$ cat src/common/fbas_pkg.sv
// Operation
// - sixteen four-bit words, two simultaneous read ports
// - nine-bit word: source, function, destination
// - eight functions: add, two subtracts, five logic
// - first address selects A port word
// - second address selects B word, written
// - Q and stack change on rising edge
// - reads held stable while stack written
// - left shift drives MSB lines, else released
// - right shift takes MSB lines as inputs
// - LSB lines mirror MSB lines, opposite direction
// - direct operand selectable as ALU source
// - Y shows ALU result or A data
// - Y driven only while enable low
// - active-low generate and propagate for lookahead
// - overflow is carry-in XOR carry-out of MSB
// - zero line released when result zero
// - ripple or lookahead cascade, carries active high
// - shift independent of function, one cycle
// - source codes pick R and S operands
// - function codes pick ALU operation
// - stack write goes to B, shift mux
package fbas_pkg;

  // ****************************************
  // widths and field positions
  // ****************************************
  localparam int WORD_W   = 4;
  localparam int DEPTH    = 16;
  localparam int ADDR_W   = 4;
  localparam int INSTR_W  = 9;
  localparam int FIELD_W  = 3;
  localparam int SRC_LSB  = 0;
  localparam int FUNC_LSB = 3;
  localparam int DEST_LSB = 6;
  localparam int MSB      = WORD_W - 1;

  localparam logic [WORD_W-1:0] ZERO_WORD = 4'h0;
  localparam int                CLK_PERIOD_NS = 20;

  // ****************************************
  // microinstruction codes
  // ****************************************
  typedef enum logic [2:0] {
    SRC_AQ = 3'h0,
    SRC_AB = 3'h1,
    SRC_ZQ = 3'h2,
    SRC_ZB = 3'h3,
    SRC_ZA = 3'h4,
    SRC_DA = 3'h5,
    SRC_DQ = 3'h6,
    SRC_DZ = 3'h7
  } fbas_src_t;

  typedef enum logic [2:0] {
    FN_ADD  = 3'h0,
    FN_SUBR = 3'h1,
    FN_SUBS = 3'h2,
    FN_OR   = 3'h3,
    FN_AND  = 3'h4,
    FN_NOTRS = 3'h5,
    FN_XOR  = 3'h6,
    FN_XNOR = 3'h7
  } fbas_func_t;

  typedef enum logic [2:0] {
    DST_QREG = 3'h0,
    DST_NOP  = 3'h1,
    DST_RAMA = 3'h2,
    DST_RAMF = 3'h3,
    DST_RAMQD = 3'h4,
    DST_RAMD = 3'h5,
    DST_RAMQU = 3'h6,
    DST_RAMU = 3'h7
  } fbas_dest_t;

  typedef enum logic [1:0] {
    SH_NONE = 2'h0,
    SH_DOWN = 2'h1,
    SH_UP   = 2'h2
  } fbas_shift_t;

  typedef enum logic [1:0] {
    QM_HOLD = 2'h0,
    QM_LOAD = 2'h1,
    QM_DOWN = 2'h2,
    QM_UP   = 2'h3
  } fbas_qmode_t;

endpackage

$ cat src/rtl/fbas_regstack.sv
`timescale 1ns/10ps
module fbas_regstack (
  input  wire logic                        i_mclk,
  input  wire logic [fbas_pkg::ADDR_W-1:0] i_addr_a,
  input  wire logic [fbas_pkg::ADDR_W-1:0] i_addr_b,
  input  wire logic                        i_wr_en,
  input  wire logic [fbas_pkg::WORD_W-1:0] i_wr_data,
  output logic      [fbas_pkg::WORD_W-1:0] o_rd_a,
  output logic      [fbas_pkg::WORD_W-1:0] o_rd_b
);
  import fbas_pkg::*;

  // ****************************************
  // storage
  // ****************************************
  logic [WORD_W-1:0] mem_q [DEPTH];

  // contents stay undefined until written
  always_ff @(posedge i_mclk) begin
    if (i_wr_en) begin
      mem_q[i_addr_b] <= i_wr_data;
    end
  end

  // ****************************************
  // read ports
  // ****************************************
  // reads see the old word all cycle; the write lands at the edge
  always_comb begin
    o_rd_a = mem_q[i_addr_a];
    o_rd_b = mem_q[i_addr_b];
  end

endmodule // fbas_regstack

$ cat src/rtl/fbas_slice.sv
`timescale 1ns/10ps
module fbas_slice (
  input  wire logic                         i_mclk,
  input  wire logic [fbas_pkg::ADDR_W-1:0]  i_first_read_address,
  input  wire logic [fbas_pkg::ADDR_W-1:0]  i_second_read_write_address,
  input  wire logic [fbas_pkg::INSTR_W-1:0] i_microinstruction_word,
  input  wire logic [fbas_pkg::WORD_W-1:0]  i_direct_operand_in,
  input  wire logic                         i_carry_input,
  input  wire logic                         i_output_enable_b,
  input  wire logic                         i_stack_msb_shift_line,
  output logic                              o_stack_msb_shift_line,
  output logic                              o_stack_msb_shift_line_oe,
  input  wire logic                         i_accumulator_msb_shift_line,
  output logic                              o_accumulator_msb_shift_line,
  output logic                              o_accumulator_msb_shift_line_oe,
  input  wire logic                         i_stack_lsb_shift_line,
  output logic                              o_stack_lsb_shift_line,
  output logic                              o_stack_lsb_shift_line_oe,
  input  wire logic                         i_accumulator_lsb_shift_line,
  output logic                              o_accumulator_lsb_shift_line,
  output logic                              o_accumulator_lsb_shift_line_oe,
  output logic      [fbas_pkg::WORD_W-1:0]  o_slice_result_out,
  output logic                              o_slice_result_out_oe,
  output logic                              o_carry_output,
  output logic                              o_carry_generate_b,
  output logic                              o_carry_propagate_b,
  output logic                              o_overflow_flag,
  output logic                              o_alu_sign,
  output logic                              o_zero_detect,
  output logic                              o_zero_detect_oe
);
  import fbas_pkg::*;

  // ****************************************
  // helpers
  // ****************************************
  function automatic logic [FIELD_W-1:0] fbas_field(
    input logic [INSTR_W-1:0] word,
    input int                 lsb
  );
    fbas_field = word[lsb +: FIELD_W];
  endfunction

  // returns {generate, propagate} of a four-bit group
  function automatic logic [1:0] fbas_lookahead(
    input logic [WORD_W-1:0] gen,
    input logic [WORD_W-1:0] prop
  );
    logic grp_g;
    logic grp_p;
    grp_g = gen[3]
          | (prop[3] & gen[2])
          | (prop[3] & prop[2] & gen[1])
          | (prop[3] & prop[2] & prop[1] & gen[0]);
    grp_p = &prop;
    fbas_lookahead = {grp_g, grp_p};
  endfunction

  // ****************************************
  // declarations
  // ****************************************
  fbas_src_t         src_sel;
  fbas_func_t        func_sel;
  fbas_dest_t        dest_sel;

  logic [WORD_W-1:0] port_a;
  logic [WORD_W-1:0] port_b;
  logic [WORD_W-1:0] acc_q;
  logic [WORD_W-1:0] acc_d;

  logic [WORD_W-1:0] opnd_r;
  logic [WORD_W-1:0] opnd_s;
  logic [WORD_W-1:0] arith_r;
  logic [WORD_W-1:0] arith_s;
  logic              is_arith;
  logic [WORD_W:0]   arith_sum;
  logic [MSB:0]      low_sum;
  logic              carry_into_msb;
  logic [WORD_W-1:0] bit_gen;
  logic [WORD_W-1:0] bit_prop;
  logic [1:0]        group_gp;
  logic [WORD_W-1:0] alu_f;

  fbas_shift_t       ram_shift;
  fbas_qmode_t       acc_mode;
  logic              ram_wr;
  logic              y_from_a;
  logic [WORD_W-1:0] ram_wr_data;

  // ****************************************
  // microinstruction fields
  // ****************************************
  always_comb begin
    src_sel  = fbas_src_t'(fbas_field(i_microinstruction_word, SRC_LSB));
    func_sel = fbas_func_t'(fbas_field(i_microinstruction_word, FUNC_LSB));
    dest_sel = fbas_dest_t'(fbas_field(i_microinstruction_word, DEST_LSB));
  end

  // ****************************************
  // register stack
  // ****************************************
  fbas_regstack u_regstack (
    .i_mclk    (i_mclk),
    .i_addr_a  (i_first_read_address),
    .i_addr_b  (i_second_read_write_address),
    .i_wr_en   (ram_wr),
    .i_wr_data (ram_wr_data),
    .o_rd_a    (port_a),
    .o_rd_b    (port_b)
  );

  // ****************************************
  // operand selection
  // ****************************************
  // an unselected operand is held at zero, the inhibit case
  always_comb begin
    opnd_r = ZERO_WORD;
    opnd_s = ZERO_WORD;
    case (src_sel)
      SRC_AQ: begin
        opnd_r = port_a;
        opnd_s = acc_q;
      end
      SRC_AB: begin
        opnd_r = port_a;
        opnd_s = port_b;
      end
      SRC_ZQ: begin
        opnd_s = acc_q;
      end
      SRC_ZB: begin
        opnd_s = port_b;
      end
      SRC_ZA: begin
        opnd_s = port_a;
      end
      SRC_DA: begin
        opnd_r = i_direct_operand_in;
        opnd_s = port_a;
      end
      SRC_DQ: begin
        opnd_r = i_direct_operand_in;
        opnd_s = acc_q;
      end
      default: begin
        opnd_r = i_direct_operand_in;
      end
    endcase
  end

  // ****************************************
  // arithmetic path
  // ****************************************
  // subtraction is addition of a complement plus carry-in
  always_comb begin
    arith_r  = opnd_r;
    arith_s  = opnd_s;
    is_arith = 1'b1;
    case (func_sel)
      FN_ADD: begin
        arith_r = opnd_r;
      end
      FN_SUBR: begin
        arith_r = ~opnd_r;
      end
      FN_SUBS: begin
        arith_s = ~opnd_s;
      end
      default: begin
        is_arith = 1'b0;
      end
    endcase
  end

  always_comb begin
    arith_sum = {1'b0, arith_r} + {1'b0, arith_s} + {4'h0, i_carry_input};
    low_sum   = {1'b0, arith_r[MSB-1:0]} + {1'b0, arith_s[MSB-1:0]} + {3'h0, i_carry_input};
    carry_into_msb = low_sum[MSB];
    bit_gen   = arith_r & arith_s;
    bit_prop  = arith_r | arith_s;
    group_gp  = fbas_lookahead(bit_gen, bit_prop);
  end

  // ****************************************
  // function result
  // ****************************************
  always_comb begin
    alu_f = arith_sum[WORD_W-1:0];
    case (func_sel)
      FN_OR: begin
        alu_f = opnd_r | opnd_s;
      end
      FN_AND: begin
        alu_f = opnd_r & opnd_s;
      end
      FN_NOTRS: begin
        alu_f = ~opnd_r & opnd_s;
      end
      FN_XOR: begin
        alu_f = opnd_r ^ opnd_s;
      end
      FN_XNOR: begin
        alu_f = ~(opnd_r ^ opnd_s);
      end
      default: begin
        alu_f = arith_sum[WORD_W-1:0];
      end
    endcase
  end

  // ****************************************
  // status outputs
  // ****************************************
  // logic functions neither generate nor propagate a carry
  always_comb begin
    o_carry_output      = is_arith & arith_sum[WORD_W];
    o_carry_generate_b  = ~(is_arith & group_gp[1]);
    o_carry_propagate_b = ~(is_arith & group_gp[0]);
    o_overflow_flag     = is_arith & (carry_into_msb ^ arith_sum[WORD_W]);
    o_alu_sign          = alu_f[MSB];
  end

  // open collector: pull low while any result bit is set
  always_comb begin
    o_zero_detect    = 1'b0;
    o_zero_detect_oe = (alu_f != ZERO_WORD);
  end

  // ****************************************
  // destination decode
  // ****************************************
  // codes 6 and 7 mirror 4 and 5 in the up direction
  always_comb begin
    ram_wr    = 1'b1;
    ram_shift = SH_NONE;
    acc_mode  = QM_HOLD;
    y_from_a  = 1'b0;
    case (dest_sel)
      DST_QREG: begin
        ram_wr   = 1'b0;
        acc_mode = QM_LOAD;
      end
      DST_NOP: begin
        ram_wr = 1'b0;
      end
      DST_RAMA: begin
        y_from_a = 1'b1;
      end
      DST_RAMF: begin
        ram_shift = SH_NONE;
      end
      DST_RAMQD: begin
        ram_shift = SH_DOWN;
        acc_mode  = QM_DOWN;
      end
      DST_RAMD: begin
        ram_shift = SH_DOWN;
      end
      DST_RAMQU: begin
        ram_shift = SH_UP;
        acc_mode  = QM_UP;
      end
      default: begin
        ram_shift = SH_UP;
      end
    endcase
  end

  // ****************************************
  // stack write shifter
  // ****************************************
  // fill bits come from the neighbour through the released shift lines
  always_comb begin
    ram_wr_data = alu_f;
    case (ram_shift)
      SH_DOWN: begin
        ram_wr_data = {i_stack_msb_shift_line, alu_f[MSB:1]};
      end
      SH_UP: begin
        ram_wr_data = {alu_f[MSB-1:0], i_stack_lsb_shift_line};
      end
      default: begin
        ram_wr_data = alu_f;
      end
    endcase
  end

  // ****************************************
  // accumulator register
  // ****************************************
  // q shifts on its own lines so an alu op and a shift share one cycle
  always_comb begin
    acc_d = acc_q;
    case (acc_mode)
      QM_LOAD: begin
        acc_d = alu_f;
      end
      QM_DOWN: begin
        acc_d = {i_accumulator_msb_shift_line, acc_q[MSB:1]};
      end
      QM_UP: begin
        acc_d = {acc_q[MSB-1:0], i_accumulator_lsb_shift_line};
      end
      default: begin
        acc_d = acc_q;
      end
    endcase
  end

  // no reset: holds undefined contents until loaded
  always_ff @(posedge i_mclk) begin
    acc_q <= acc_d;
  end

  // ****************************************
  // shift pins
  // ****************************************
  // a line is driven only in the direction that shifts out of this slice;
  // otherwise the neighbour owns it and its level feeds the fill bit
  always_comb begin
    o_stack_msb_shift_line          = alu_f[MSB];
    o_stack_msb_shift_line_oe       = (ram_shift == SH_UP);
    o_accumulator_msb_shift_line    = acc_q[MSB];
    o_accumulator_msb_shift_line_oe = (ram_shift == SH_UP);
  end

  always_comb begin
    o_stack_lsb_shift_line          = alu_f[0];
    o_stack_lsb_shift_line_oe       = (ram_shift == SH_DOWN);
    o_accumulator_lsb_shift_line    = acc_q[0];
    o_accumulator_lsb_shift_line_oe = (ram_shift == SH_DOWN);
  end

  // ****************************************
  // result output
  // ****************************************
  // y stays combinational so a result is ready in the same cycle
  always_comb begin
    o_slice_result_out    = y_from_a ? port_a : alu_f;
    o_slice_result_out_oe = ~i_output_enable_b;
  end

endmodule // fbas_slice

$ cat config.mk
export PLATFORM = sky130hd
export DESIGN_NAME = fbas_slice
export DESIGN_NICKNAME = d
export VERILOG_FILES = /design/src/common/fbas_pkg.sv /design/src/rtl/fbas_regstack.sv /design/src/rtl/fbas_slice.sv
export SDC_FILE = /design/constraint.sdc
export NUM_CORES = 1
export LEC_CHECK = 0
export BUFFER_PORTS_ARGS = -buffer_cell sky130_fd_sc_hd__buf_2
export CORE_ASPECT_RATIO = 0.8
export CORE_MARGIN = 5
export CORE_UTILIZATION = 59
export CTS_BUF_LIST = sky130_fd_sc_hd__clkbuf_2 sky130_fd_sc_hd__clkbuf_4 sky130_fd_sc_hd__clkbuf_8
export DETAILED_ROUTE_END_ITERATION = 10
export PLACE_DENSITY = 0.81
export RECOVER_POWER = 25
export SLEW_MARGIN = 10
export SYNTH_ARGS = -nofsm -noshare
export SYNTH_HDL_FRONTEND = slang
export SYNTH_SLANG_ARGS = --single-unit
$ cat constraint.sdc
create_clock -name i_mclk -period 10.8 [get_ports i_mclk]
set_input_delay 0.54 -clock i_mclk [delete_from_list [all_inputs] [get_ports i_mclk]]
set_output_delay 0.54 -clock i_mclk [all_outputs]
set_load 0.05 [all_outputs]
==> flow_results.xml <==
<?xml version="1.0" encoding="UTF-8"?>
<metrics>
  <group name="drt">
    <metric name="viasPerCell" unit="">6.627</metric>
    <metric name="num_vias" unit="">3108</metric>
    <metric name="first_iter_violations" unit="">445</metric>
    <metric name="number_of_nets_with_antenna_violations_after_detailed_routing" unit="">0</metric>
    <metric name="drt-pass1-iter-count" unit="">5</metric>
    <metric name="post-route-drc-count" unit="">0</metric>
    <metric name="post_dr_wirelength_cell" unit="um">22.47</metric>
    <metric name="routed_wl" unit="um">10540</metric>
  </group>
  <group name="timing">
    <metric name="fmax" unit="GHz">0.1688</metric>
    <metric name="slew_violations" unit="">0</metric>
    <metric name="final.period_utilization" unit="">0.5484</metric>
    <metric name="slew_limit_headroom" unit="">0.06504</metric>
    <metric name="final.setup_skew" unit="ns">0.01440</metric>
    <metric name="finalSetupViolCount" unit="">0</metric>
    <metric name="period_minus_slack" unit="ns">5.923</metric>
    <metric name="grt_setup_unrepaired" unit="">false</metric>
    <metric name="hold_viol_final" unit="">0</metric>
    <metric name="setup_total_negative_slack" unit="ns">0</metric>
    <metric name="worst-slew-pin-transition" unit="ns">1.402</metric>
    <metric name="timing.hold.ws" unit="ns">0.5578</metric>
    <metric name="final_critical_path_setup_slack" unit="ns">4.877</metric>
  </group>
  <group name="synthesis">
    <metric name="synth.top_cells.by_area" unit="">sky130_fd_sc_hd__edfxtp_1 (47%), sky130_fd_sc_hd__mux4_2 (17%), sky130_fd_sc_hd__mux2i_1 (5.1%)</metric>
    <metric name="synth_edf_count" unit="">68</metric>
    <metric name="postSynthAreaPerCell" unit="um2">13.01</metric>
    <metric name="synth.largest_area_cell" unit="">sky130_fd_sc_hd__edfxtp_1</metric>
    <metric name="synth.net_count" unit="">376</metric>
    <metric name="ys_warn_count" unit="">0</metric>
    <metric name="synthesis.instances" unit="">334</metric>
    <metric name="synth-seq-area-share" unit="">0.4698</metric>
    <metric name="yosys_most_used_dff" unit="">sky130_fd_sc_hd__edfxtp_1</metric>
    <metric name="synth.top_cell.area_share" unit="">0.4698</metric>
    <metric name="ys_types" unit="">49</metric>
    <metric name="async_reset_ff_frac" unit="">0</metric>
    <metric name="synth_area" unit="mm2">0.004347</metric>
    <metric name="synth-seq-cells" unit="">68</metric>
  </group>
  <group name="grt">
    <metric name="grt_usage" unit="">0.2460</metric>
    <metric name="wire_length_of_the_first_global_routing_pass" unit="um">16700</metric>
    <metric name="pin_count_of_the_biggest_net_entering_global_routing" unit="">21</metric>
    <metric name="grt_overflow" unit="">0</metric>
    <metric name="antenna_found_initial" unit="">0</metric>
    <metric name="number_of_global_route_vias_before_repair" unit="">3059</metric>
  </group>
  <group name="cts">
    <metric name="post_cts.resized_instances" unit="">0</metric>
    <metric name="cts_inserted_buffers" unit="">9</metric>
    <metric name="cts_sinks" unit="">68</metric>
    <metric name="cts_tree" unit="">done</metric>
    <metric name="path_clk_slew" unit="ns">0.08</metric>
    <metric name="hold_buffers" unit="">0</metric>
    <metric name="ctsRootBufferMaster" unit="">sky130_fd_sc_hd__clkbuf_8</metric>
    <metric name="ctsHtreeMaxLevel" unit="">3</metric>
    <metric name="post_cts_buffers" unit="">0</metric>
    <metric name="clk_path_buf_depth" unit="">2</metric>
    <metric name="clk_latency" unit="ns">0.37</metric>
  </group>
  <group name="critical_path">
    <metric name="worst_ep_required_time" unit="ns">10.26</metric>
    <metric name="reg2reg_to" unit="">u_regstack.mem_q[10][2]</metric>
    <metric name="crit_type" unit="">input port to output pin</metric>
    <metric name="regToRegSetupSlack" unit="ns">6.35</metric>
    <metric name="critical_path.max_fanout" unit="">20</metric>
    <metric name="endpoint" unit="">o_slice_result_out[3]</metric>
    <metric name="timing.critical_path.arrival" unit="ns">5.38</metric>
    <metric name="setup.worst_path.start_class" unit="">input port</metric>
    <metric name="setup.worst_path.start" unit="">i_second_read_write_address[0]</metric>
    <metric name="critPathCaptureType" unit="">output pin</metric>
    <metric name="r2r.worst_path.cells" unit="">13</metric>
    <metric name="worstReg2RegStart" unit="">u_regstack.mem_q[15][1]</metric>
  </group>
  <group name="die">
    <metric name="pin_count" unit="">48</metric>
    <metric name="fp.dieArea" unit="mm2">0.009195</metric>
    <metric name="core-area" unit="mm2">0.007287</metric>
    <metric name="die_width" unit="um">106.0</metric>
    <metric name="initial_utilization" unit="">0.5965</metric>
    <metric name="placementRows" unit="">28</metric>
    <metric name="die_y" unit="um">86.77</metric>
  </group>
  <group name="status">
    <metric name="outcome" unit="">completed</metric>
  </group>
  <group name="place">
    <metric name="dp_hpwl" unit="um">7811</metric>
    <metric name="portBuffers" unit="">46</metric>
    <metric name="global_placer_s_final_weighted_congestion" unit="">0.8655</metric>
    <metric name="dp_slack" unit="ns">5.491</metric>
  </group>
  <group name="pwr">
    <metric name="power_per_cell_area" unit="mW/mm2">167.1</metric>
    <metric name="ir_worst_vdd" unit="mV">0.1316</metric>
    <metric name="total_power" unit="uW">809.7</metric>
    <metric name="power_leakage" unit="uW">0.001806</metric>
  </group>
  <group name="finish">
    <metric name="drive_above_1_share" unit="">0.2823</metric>
    <metric name="antennaDiodeCount" unit="">0</metric>
    <metric name="syn_to_final_growth" unit="%">11.49</metric>
    <metric name="final_net_count" unit="">416</metric>
  </group>
  <group name="job">
    <metric name="count_of_maximum_capacitance_violations" unit="">0</metric>
  </group>
  <group name="hold_path">
    <metric name="hp-class" unit="">input port to flip-flop</metric>
  </group>
</metrics>
-- synth_stat cells, types with 5 or more instances --
master	count
sky130_fd_sc_hd__a211oi_1	5
sky130_fd_sc_hd__a21oi_1	11
sky130_fd_sc_hd__a22oi_1	6
sky130_fd_sc_hd__buf_4	5
sky130_fd_sc_hd__clkbuf_1	10
sky130_fd_sc_hd__edfxtp_1	68
sky130_fd_sc_hd__ha_1	12
sky130_fd_sc_hd__inv_1	21
sky130_fd_sc_hd__mux2_2	5
sky130_fd_sc_hd__mux2i_1	22
sky130_fd_sc_hd__mux4_2	32
sky130_fd_sc_hd__nand2_1	17
sky130_fd_sc_hd__nand2b_1	5
sky130_fd_sc_hd__nor2_1	22
sky130_fd_sc_hd__nor2b_1	5
sky130_fd_sc_hd__nor3_1	10
sky130_fd_sc_hd__o21ai_0	12
sky130_fd_sc_hd__xor2_1	11
-- layer usage --
metal / global-route usage / vias to the layer above / routed length, um
met3: 0.06255 / 28 / 1080
met5: 0 / - / 0
met1: 0.3358 / 1524 / 4265
li1: - / 1364 / -
met4: 0.08118 / 0 / 259
met2: 0.3918 / 192 / 4932
-- area by class of cell --
cell class	count	area, um2
inverter	24	90.09
sequential	68	2042
timing repair buffer	50	254.0
clock inverter	6	111.4
tap	90	112.6
multi-input combinational	221	2105
fill	507	2441
clock buffer	10	131.4
-- cell families after synthesis --
kind of cell	synth area share
xor+xnor	0.02821
simple gates	0.08434
mux	0.2381
buf+inv	0.04606
flops	0.4698
other cells	0.0008627
compound gates	0.08894
fa+ha+maj	0.04375
-- state kept, by name, summed over array words and instances, names as in the netlist --
name and flops:
u_regstack.mem_q 64, acc_q 4
-- layout by cell type (no fill, tap or decap), types with 3 or more instances in the layout --
cell type / count
sky130_fd_sc_hd__mux2_2: 5
sky130_fd_sc_hd__inv_1: 21
sky130_fd_sc_hd__nand3b_1: 3
sky130_fd_sc_hd__clkbuf_1: 5
sky130_fd_sc_hd__nand2b_1: 5
sky130_fd_sc_hd__buf_4: 4
sky130_fd_sc_hd__a22o_1: 4
sky130_fd_sc_hd__o21ai_1: 3
sky130_fd_sc_hd__a211oi_1: 5
sky130_fd_sc_hd__a22oi_1: 6
sky130_fd_sc_hd__nor3_1: 10
sky130_fd_sc_hd__o21ai_0: 12
sky130_fd_sc_hd__mux2i_1: 22
sky130_fd_sc_hd__inv_2: 3
sky130_fd_sc_hd__xor2_1: 11
sky130_fd_sc_hd__ha_1: 12
sky130_fd_sc_hd__xnor2_1: 3
sky130_fd_sc_hd__nor2b_1: 5
sky130_fd_sc_hd__buf_2: 41
sky130_fd_sc_hd__clkbuf_8: 9
sky130_fd_sc_hd__or3_1: 4
sky130_fd_sc_hd__nor2_1: 22
sky130_fd_sc_hd__mux4_2: 32
sky130_fd_sc_hd__a21oi_1: 11
sky130_fd_sc_hd__edfxtp_1: 68
sky130_fd_sc_hd__nand2_1: 17
sky130_fd_sc_hd__bufinv_16: 3
-- worst min-delay path by stage --
stage,startpoint,to,depth (start not counted)
2_1_floorplan,acc_q[1],acc_q[0],2
3_3_place_gp,acc_q[2],acc_q[3],2
3_5_place_dp,acc_q[2],acc_q[3],2
4_1_cts,i_accumulator_msb_shift_line,acc_q[3],3
5_1_grt,i_accumulator_msb_shift_line,acc_q[3],3
6_report,i_accumulator_msb_shift_line,acc_q[3],3
-- stage by stage --
stage | utilization | instances | cell area (um2)
after floorplan | - | 334 | 4347
after global placement | 0.6326 | 453 | 4609
after detailed placement | 0.6326 | 453 | 4609
after CTS | 0.6659 | 469 | 4852
after global routing | 0.6650 | 469 | 4846
final | 0.6650 | 469 | 4846
-- power by group --
| part | switching, uW | internal, uW | total [uW] | leakage (uW) |
|---|---|---|---|---|
| logic | 156 | 76.3 | 233 | 0.00106 |
| registers | 6.27 | 315 | 322 | 0.000620 |
| clock network | 98.9 | 156 | 255 | 0.000122 |
| total | 262 | 548 | 810 | 0.00181 |
-- worst max-delay path, stage by stage --
cell and delay, ns:
sky130_fd_sc_hd__clkbuf_1 1.00, sky130_fd_sc_hd__mux4_2 0.64, sky130_fd_sc_hd__a22oi_1 0.20, sky130_fd_sc_hd__a21oi_1 0.09, sky130_fd_sc_hd__or3_1 0.46, sky130_fd_sc_hd__xor2_1 0.31
sky130_fd_sc_hd__ha_1 0.30, sky130_fd_sc_hd__nor2b_1 0.15, sky130_fd_sc_hd__o21ai_1 0.22, sky130_fd_sc_hd__nand2_1 0.10, sky130_fd_sc_hd__xor2_1 0.14, sky130_fd_sc_hd__a222oi_1 0.73
sky130_fd_sc_hd__mux2i_1 0.21, sky130_fd_sc_hd__buf_2 0.27
No activity file was read; power rests on OpenSTA's default activity.
